$ cat src/adc_backend_pkg.sv
// Shared constants for the converter back end and its controlling host
package adc_backend_pkg;
    // Data path
    localparam int CH_COUNT       = 4;
    localparam int SAMPLE_W       = 14;
    localparam int FLAG_LATENCY   = 6;
    localparam int TRIP_SHIFT     = 3;          // Divide by 8
    localparam logic [13:0] FULL_SCALE = 14'h1fff;
    localparam int FIR_TAPS       = 7;
    localparam int FIR_SHIFT      = 5;

    // Serial register port of the device
    localparam int SER_FRAME_BITS = 16;
    localparam logic [7:0] SREG_TRIP   = 8'h00;
    localparam logic [7:0] SREG_EXTEND = 8'h01;
    localparam logic [7:0] SREG_DECIM  = 8'h02;
    localparam logic [2:0] TRIP_RESET   = 3'h7;
    localparam logic [1:0] EXTEND_RESET = 2'h0;
    localparam logic [1:0] DECIM_RESET  = 2'h0;
    localparam int DECIM_EN_BIT   = 0;
    localparam int DECIM_HP_BIT   = 1;

    // Host timing at the 25 MHz clock
    localparam int CLK_PERIOD_NS       = 40;
    localparam int POWER_ON_DELAY_NS   = 3000000;
    localparam int RESET_PULSE_NS      = 20;
    localparam int REG_WRITE_DELAY_NS  = 100;
    localparam int POWER_ON_CYCLES     = (POWER_ON_DELAY_NS + CLK_PERIOD_NS - 1) / CLK_PERIOD_NS;
    localparam int RESET_PULSE_CYCLES  = (RESET_PULSE_NS + CLK_PERIOD_NS - 1) / CLK_PERIOD_NS;
    localparam int REG_WRITE_CYCLES    = (REG_WRITE_DELAY_NS + CLK_PERIOD_NS - 1) / CLK_PERIOD_NS;
    localparam int SCLK_DIV            = 2;

    // Host register map, byte addresses
    localparam logic [4:0] HREG_CTRL     = 5'h00;
    localparam logic [4:0] HREG_CMD      = 5'h04;
    localparam logic [4:0] HREG_STATUS   = 5'h08;
    localparam logic [4:0] HREG_IRQ_STAT = 5'h0c;
    localparam logic [4:0] HREG_IRQ_MASK = 5'h10;
    localparam int IRQ_W          = 5;
    localparam int IRQ_DONE_BIT   = 4;

    typedef enum logic [2:0] {
        ST_POWER  = 3'b000,
        ST_RST    = 3'b001,
        ST_SETTLE = 3'b010,
        ST_IDLE   = 3'b011,
        ST_SHIFT  = 3'b100
    } host_state_t;
endpackage

$ cat src/adc_link_if.sv
// Pins between the converter back end and its controlling host
`timescale 1ns/1ns
interface adc_link_if;
    logic hw_reset_n;
    logic serial_port_enable_n;
    logic serial_clk;
    logic serial_data;
    logic overrange_flag_ch_a;
    logic overrange_flag_ch_b;
    logic overrange_flag_ch_c;
    logic overrange_flag_ch_d;

    modport dev (
        input  hw_reset_n, serial_port_enable_n, serial_clk, serial_data,
        output overrange_flag_ch_a, overrange_flag_ch_b, overrange_flag_ch_c,
               overrange_flag_ch_d
    );
    modport host (
        output hw_reset_n, serial_port_enable_n, serial_clk, serial_data,
        input  overrange_flag_ch_a, overrange_flag_ch_b, overrange_flag_ch_c,
               overrange_flag_ch_d
    );
endinterface

$ cat src/converter_host.sv
// Controlling host: reset sequencing, serial register writes, flag capture
//
// The placing of the registers and register access over Avalon-MM were left to the implementer.
`timescale 1ns/1ns
module converter_host
    import adc_backend_pkg::*;
#(
    parameter int POWER_CYCLES = POWER_ON_CYCLES
) (
    input  wire logic        clk_in,          // 25 MHz clock
    input  wire logic        rst_n_in,        // Sync reset, active low
    input  wire logic [4:0]  address_in,      // Avalon byte address
    input  wire logic        read_in,         // Avalon read
    input  wire logic        write_in,        // Avalon write
    input  wire logic [31:0] writedata_in,    // Avalon write data
    output logic      [31:0] readdata_out,    // Avalon read data
    output logic             waitrequest_out, // Avalon wait, high when idle
    output logic             irq_out,         // Level interrupt
    adc_link_if.host         link             // Pins to the device
);
    host_state_t         state_q;
    logic [16:0]         cnt_q;
    logic [3:0]          bit_q;
    logic [15:0]         frame_q;
    logic                tick_q;
    logic                rst_req_q;
    logic                cmd_req_q;
    logic [IRQ_W-1:0]    irq_stat_q;
    logic [IRQ_W-1:0]    irq_mask_q;
    logic [3:0]          flags_prev_q;
    logic [3:0]          flags;
    logic                done_pulse;
    logic                take;

    assign flags = {link.overrange_flag_ch_d, link.overrange_flag_ch_c,
                    link.overrange_flag_ch_b, link.overrange_flag_ch_a};
    assign take  = (read_in || write_in) && !waitrequest_out;
    assign done_pulse = state_q == ST_SHIFT && tick_q && link.serial_clk
                        && bit_q == 4'(SER_FRAME_BITS - 1);

    // One wait cycle, then the access completes
    always_ff @(posedge clk_in)
    begin
        if (!rst_n_in)
        begin
            waitrequest_out <= 1'b1;
            readdata_out    <= 32'h0;
        end
        else
        begin
            waitrequest_out <= !((read_in || write_in) && waitrequest_out);
            if (read_in && waitrequest_out)
            begin
                unique case (address_in)
                    HREG_STATUS:   readdata_out <= {24'h0, flags, 1'b0,
                                       state_q == ST_SHIFT, state_q == ST_IDLE,
                                       state_q != ST_POWER};
                    HREG_IRQ_STAT: readdata_out <= 32'(irq_stat_q);
                    HREG_IRQ_MASK: readdata_out <= 32'(irq_mask_q);
                    default:       readdata_out <= 32'h0;
                endcase
            end
        end
    end

    // Requests wait until the sequencer is idle; a command written while one is pending or shifting is dropped
    always_ff @(posedge clk_in)
    begin
        if (!rst_n_in)
        begin
            rst_req_q  <= 1'b0;
            cmd_req_q  <= 1'b0;
            frame_q    <= 16'h0;
            irq_mask_q <= '0;
        end
        else
        begin
            if (take && write_in && address_in == HREG_CTRL && writedata_in[0])
                rst_req_q <= 1'b1;
            else if (state_q == ST_RST)
                rst_req_q <= 1'b0;
            if (take && write_in && address_in == HREG_CMD && !cmd_req_q
                && state_q != ST_SHIFT)
            begin
                cmd_req_q <= 1'b1;
                frame_q   <= writedata_in[15:0];
            end
            else if (state_q == ST_SHIFT)
                cmd_req_q <= 1'b0;
            if (take && write_in && address_in == HREG_IRQ_MASK)
                irq_mask_q <= writedata_in[IRQ_W-1:0];
        end
    end

    // Sticky events: set wins over write-one-to-clear
    always_ff @(posedge clk_in)
    begin
        if (!rst_n_in)
        begin
            irq_stat_q   <= '0;
            flags_prev_q <= 4'h0;
            irq_out      <= 1'b0;
        end
        else
        begin
            flags_prev_q <= flags;
            irq_stat_q <= (irq_stat_q & ~((take && write_in && address_in == HREG_IRQ_STAT)
                          ? writedata_in[IRQ_W-1:0] : {IRQ_W{1'b0}}))
                          | {done_pulse, flags & ~flags_prev_q};
            irq_out <= |(irq_stat_q & irq_mask_q);
        end
    end

    // Reset sequence and serial shifter
    always_ff @(posedge clk_in)
    begin
        if (!rst_n_in)
        begin
            state_q                   <= ST_POWER;
            cnt_q                     <= 17'h0;
            bit_q                     <= 4'h0;
            tick_q                    <= 1'b0;
            link.hw_reset_n           <= 1'b1;
            link.serial_port_enable_n <= 1'b1;
            link.serial_clk           <= 1'b0;
            link.serial_data          <= 1'b0;
        end
        else
        begin
            cnt_q  <= cnt_q + 17'h1;
            tick_q <= cnt_q[0];
            unique case (state_q)
                ST_POWER:
                    if (cnt_q == 17'(POWER_CYCLES - 1))
                    begin
                        state_q         <= ST_RST;
                        cnt_q           <= 17'h0;
                        link.hw_reset_n <= 1'b0;
                    end
                ST_RST:
                    if (cnt_q == 17'(RESET_PULSE_CYCLES - 1))
                    begin
                        state_q         <= ST_SETTLE;
                        cnt_q           <= 17'h0;
                        link.hw_reset_n <= 1'b1;
                    end
                ST_SETTLE:
                    if (cnt_q == 17'(REG_WRITE_CYCLES - 1))
                        state_q <= ST_IDLE;
                ST_IDLE:
                    if (rst_req_q)
                    begin
                        state_q         <= ST_RST;
                        cnt_q           <= 17'h0;
                        link.hw_reset_n <= 1'b0;
                    end
                    else if (cmd_req_q)
                    begin
                        state_q                   <= ST_SHIFT;
                        cnt_q                     <= 17'h0;
                        bit_q                     <= 4'h0;
                        link.serial_port_enable_n <= 1'b0;
                        link.serial_data          <= frame_q[15];
                    end
                ST_SHIFT:
                    if (tick_q)
                    begin
                        link.serial_clk <= !link.serial_clk;
                        if (link.serial_clk)
                        begin
                            if (bit_q == 4'(SER_FRAME_BITS - 1))
                            begin
                                state_q                   <= ST_IDLE;
                                link.serial_port_enable_n <= 1'b1;
                            end
                            else
                            begin
                                bit_q            <= bit_q + 4'h1;
                                link.serial_data <= frame_q[4'hf - 4'(bit_q + 4'h1)];
                            end
                        end
                    end
                default:
                    state_q <= ST_IDLE;
            endcase
        end
    end
endmodule

$ cat src/flat_wrapper.sv
// flat-port wrapper written by rule: the top's interface ports become plain ports
module converter_host_flat import adc_backend_pkg::*;
#(
    parameter int POWER_CYCLES = POWER_ON_CYCLES
)
  (clk_in, rst_n_in, address_in, read_in, write_in, writedata_in, readdata_out, waitrequest_out, irq_out, link_hw_reset_n, link_serial_port_enable_n, link_serial_clk, link_serial_data, link_overrange_flag_ch_a, link_overrange_flag_ch_b, link_overrange_flag_ch_c, link_overrange_flag_ch_d);
  adc_link_if link_i ();
  input  wire logic clk_in;
  input  wire logic rst_n_in;
  input  wire logic [4:0] address_in;
  input  wire logic read_in;
  input  wire logic write_in;
  input  wire logic [31:0] writedata_in;
  output logic      [31:0] readdata_out;
  output logic waitrequest_out;
  output logic irq_out;
  output wire logic [$bits(link_i.hw_reset_n)-1:0] link_hw_reset_n;
  output wire logic [$bits(link_i.serial_port_enable_n)-1:0] link_serial_port_enable_n;
  output wire logic [$bits(link_i.serial_clk)-1:0] link_serial_clk;
  output wire logic [$bits(link_i.serial_data)-1:0] link_serial_data;
  input wire logic [$bits(link_i.overrange_flag_ch_a)-1:0] link_overrange_flag_ch_a;
  input wire logic [$bits(link_i.overrange_flag_ch_b)-1:0] link_overrange_flag_ch_b;
  input wire logic [$bits(link_i.overrange_flag_ch_c)-1:0] link_overrange_flag_ch_c;
  input wire logic [$bits(link_i.overrange_flag_ch_d)-1:0] link_overrange_flag_ch_d;
  assign link_hw_reset_n = link_i.hw_reset_n;
  assign link_serial_port_enable_n = link_i.serial_port_enable_n;
  assign link_serial_clk = link_i.serial_clk;
  assign link_serial_data = link_i.serial_data;
  assign link_i.overrange_flag_ch_a = link_overrange_flag_ch_a;
  assign link_i.overrange_flag_ch_b = link_overrange_flag_ch_b;
  assign link_i.overrange_flag_ch_c = link_overrange_flag_ch_c;
  assign link_i.overrange_flag_ch_d = link_overrange_flag_ch_d;
  converter_host #(.POWER_CYCLES(POWER_CYCLES)) u_core (.clk_in(clk_in), .rst_n_in(rst_n_in), .address_in(address_in), .read_in(read_in), .write_in(write_in), .writedata_in(writedata_in), .readdata_out(readdata_out), .waitrequest_out(waitrequest_out), .irq_out(irq_out), .link(link_i));
endmodule
$ cat config.mk
export PLATFORM = sky130hd
export DESIGN_NAME = converter_host_flat
export DESIGN_NICKNAME = d
export VERILOG_FILES = /design/src/adc_backend_pkg.sv /design/src/adc_link_if.sv /design/src/converter_host.sv /design/src/flat_wrapper.sv
export SDC_FILE = /design/constraint.sdc
export NUM_CORES = 1
export LEC_CHECK = 0
export BUFFER_PORTS_ARGS = -buffer_cell sky130_fd_sc_hd__buf_4
export CAP_MARGIN = 15
export CORE_AREA = 4 4 99 101
export CTS_BUF_LIST = sky130_fd_sc_hd__clkbuf_8
export DETAILED_ROUTE_END_ITERATION = 16
export DIE_AREA = 0 0 103 105
export GPL_ROUTABILITY_DRIVEN = 0
export PLACE_DENSITY = 0.66
export SYNTH_ARGS = -nofsm -noshare
export SYNTH_HDL_FRONTEND = slang
export SYNTH_SLANG_ARGS = --single-unit
$ cat constraint.sdc
create_clock -name clk_in -period 2 [get_ports clk_in]
set_input_delay 0.4 -clock clk_in [delete_from_list [all_inputs] [get_ports clk_in]]
set_output_delay 0.4 -clock clk_in [all_outputs]
set_load 0.005 [all_outputs]
==> flow_metrics.env <==
export IMPL_p_per_area_nw_per_um2=696
export IMPL_setup_viol=0
export IMPL_die_width_um=103
export IMPL_startpoint="u_core.cnt_q[1]$_SDFF_PN0_"
export IMPL_reg2regPathDepth=7
export IMPL_arrival_ns=2.09
export IMPL_clk_latency_ns=0.34
export IMPL_cp_max_fo=8
export IMPL_final_cell_mix="70 x dfxtp_1, 57 x buf_4, 32 x nor2_1, 32 x nor2b_1, 27 x nand2_1"
export IMPL_fp_dieH_um=105
export IMPL_whs_path_depth=2
export IMPL_dp_hpwl_um=5470
export IMPL_power_leakage_nw=1.78
export IMPL_ys_seq_area_share_pct=40.3
export IMPL_cts_root_buf="clkbuf_8"
export IMPL_worst_hold_startpoint="read_in"
export IMPL_netlist_top_cells_area="dfxtp_1 40%, mux2i_1 6.8%, nor2b_1 5.7%"
export IMPL_firstDrtPassIters=5
export IMPL_synth_cell_types=57
export IMPL_vias=2719
export IMPL_yosysTopAreaCell="dfxtp_1"
export IMPL_grt_max_degree=44
export IMPL_ant_nets=0
export IMPL_ys_ff_latch=71
export IMPL_worst_setup_path_type="reg -> reg"
export IMPL_overflow=0
export IMPL_netlist_area_um2=3530
export IMPL_endpoint_kind="flip-flop"
export IMPL_hp_class="in -> reg"
export IMPL_finalMaxSlewViolations=0
export IMPL_antenna_cells=0
export IMPL_htree_num_levels=3
export IMPL_fin_crit_ns=1.85
export IMPL_nets=480
export IMPL_via_per_inst=4.98
export IMPL_fin_tns_setup_ns=0
export IMPL_cts_sinks=71
export IMPL_start_kind="flip-flop"
export IMPL_synthCells=378
export IMPL_core_area_um2=9020
export IMPL_cts_resized=0
export IMPL_die_area_um2=10800
export IMPL_ys_flop_type="dfxtp_1"
export IMPL_routedWlPerCell_um=13.6
export IMPL_avgSynthCellArea_um2=9.33
export IMPL_fmax_mhz=541
export IMPL_maxCapViolCount=0
export IMPL_skew_ns=0.00887
export IMPL_rsz0062_at_grt="no"
export IMPL_finalCritPeriodShare_pct=92.5
export IMPL_first_global_vias=2688
export IMPL_cts_buffer_depth=2
export IMPL_grt_usage_pct=14.3
export IMPL_core_rowCount=35
export IMPL_synth_top_area_share_pct=40.3
export IMPL_required_ns=2.24
export IMPL_cts_setup_buffers=0
export IMPL_drc=0
export IMPL_antenna_found_initial=0
export IMPL_pre_cts_ws_ns=0.0781
export IMPL_r2r_start="u_core.cnt_q[1]$_SDFF_PN0_"
export IMPL_status="complete, no violations"
export IMPL_worst_slack_ns=0.150
export IMPL_area_delta_synth_final_pct=18.0
export IMPL_ir_drop_v=0.000372
export IMPL_postCtsHoldBufs=0
export IMPL_layout_drive_gt1_share_pct=21.1
export IMPL_drt_iter0_markers=186
export IMPL_synth_edf_count=0
export IMPL_async_reset_ff_share_pct=0
export IMPL_clk_pin_slew_ns=0.08
export IMPL_grt_pass1_wl_um=12500
export IMPL_yosysWarnings=0
export IMPL_tritoncts="built"
export IMPL_io_pins=83
export IMPL_start_util_pct=39.1
export IMPL_layout_commonest_cell="dfxtp_1"
export IMPL_numCtsBuffers=9
export IMPL_port_buffers=42
export IMPL_finalHoldViolations=0
export IMPL_routed_wl_um=7450
## worst max-delay path: stages (launching register included)
cell     delay, ns
dfxtp_2       0.37
ha_1          0.19
and4_1        0.19
nand3_1       0.11
o22a_1        0.25
o41ai_4       0.39
buf_4         0.21
nor2_1        0.05
## path summary, 6_finish.rpt
kind                                            end  slack (ns)
setup / recovery         u_core.cnt_q[4]$_SDFF_PN0_        0.15
hold reg to reg   u_core.waitrequest_out$_SDFF_PN1_        0.45
hold / removal    u_core.waitrequest_out$_SDFF_PN1_        0.27
setup reg to reg         u_core.cnt_q[4]$_SDFF_PN0_        0.15
## metal layers
layer  wire (um)  GRT usage [%]
met5           0              0
met4          74           5.46
met3         472           4.34
met2        3480           22.3
met1        3420           18.4
## cell type report
cell class | instances | area [um2]
clock buffer | 9 | 124
multi-input combinational | 284 | 1910
clock inverter | 6 | 86.3
sequential | 71 | 1420
tap | 111 | 139
timing repair buffer | 59 | 459
fill | 881 | 4860
inverter | 6 | 22.5
## per-stage QoR
step                cell area, um2  total power (W)  hold WS (ns)  utilization [%]  instances
floorplan                     3610          0.00163         0.429                -        401
global placement              3940          0.00170         0.427             43.6        531
detailed placement            3940          0.00170         0.437             43.6        531
CTS                           4150          0.00293         0.251             46.0        546
global route                  4160          0.00302         0.263             46.1        546
finish                        4160          0.00290         0.273             46.1        546
## cell families (layout without fill, tap and decap cells)
kind of cell    Yosys count  count (layout)  synth area share (%)
compound gates           48              48                  10.1
xor+xnor                 18              18                  4.68
fa+ha+maj                 4               4                  1.42
buf+inv                  46              80                  8.34
flops                    71              71                  40.3
mux                      29              29                  9.36
other cells               1              24                 0.106
simple gates            161             161                  25.6
## where the power goes
| group | switching [W] | internal, W | total [W] |
|---|---|---|---|
| logic | 0.000100 | 0.000104 | 0.000205 |
| clock network | 0.000538 | 0.000693 | 0.00123 |
| registers | 0.0000206 | 0.00144 | 0.00146 |
| total | 0.000659 | 0.00224 | 0.00290 |
## cells in the mapped netlist, types with 3 or more instances
cell	count
xnor2_1	7
o21ai_0	7
buf_6	3
nor2b_1	32
nand4_1	5
buf_4	26
nand2_1	27
mux2i_1	24
ha_1	4
and4_1	5
clkbuf_1	10
a21boi_0	7
and3_1	4
and2_1	11
mux4_2	3
nor3b_1	5
a21oi_1	8
inv_1	6
xor2_1	10
a221oi_1	4
dfxtp_1	71
nor2_1	32
nand3_1	16
nor3_1	7
## state kept, by name, summed over array words and instances (netlist names), 3 cells and up
name and cells:
u_core.bit_q 4, u_core.irq_mask_q 5, u_core.state_q 3, u_core.readdata_out 8
u_core.frame_q 16, u_core.flags_prev_q 4, u_core.cnt_q 17, u_core.irq_stat_q 5
No activity file was read; power rests on OpenSTA's default activity.
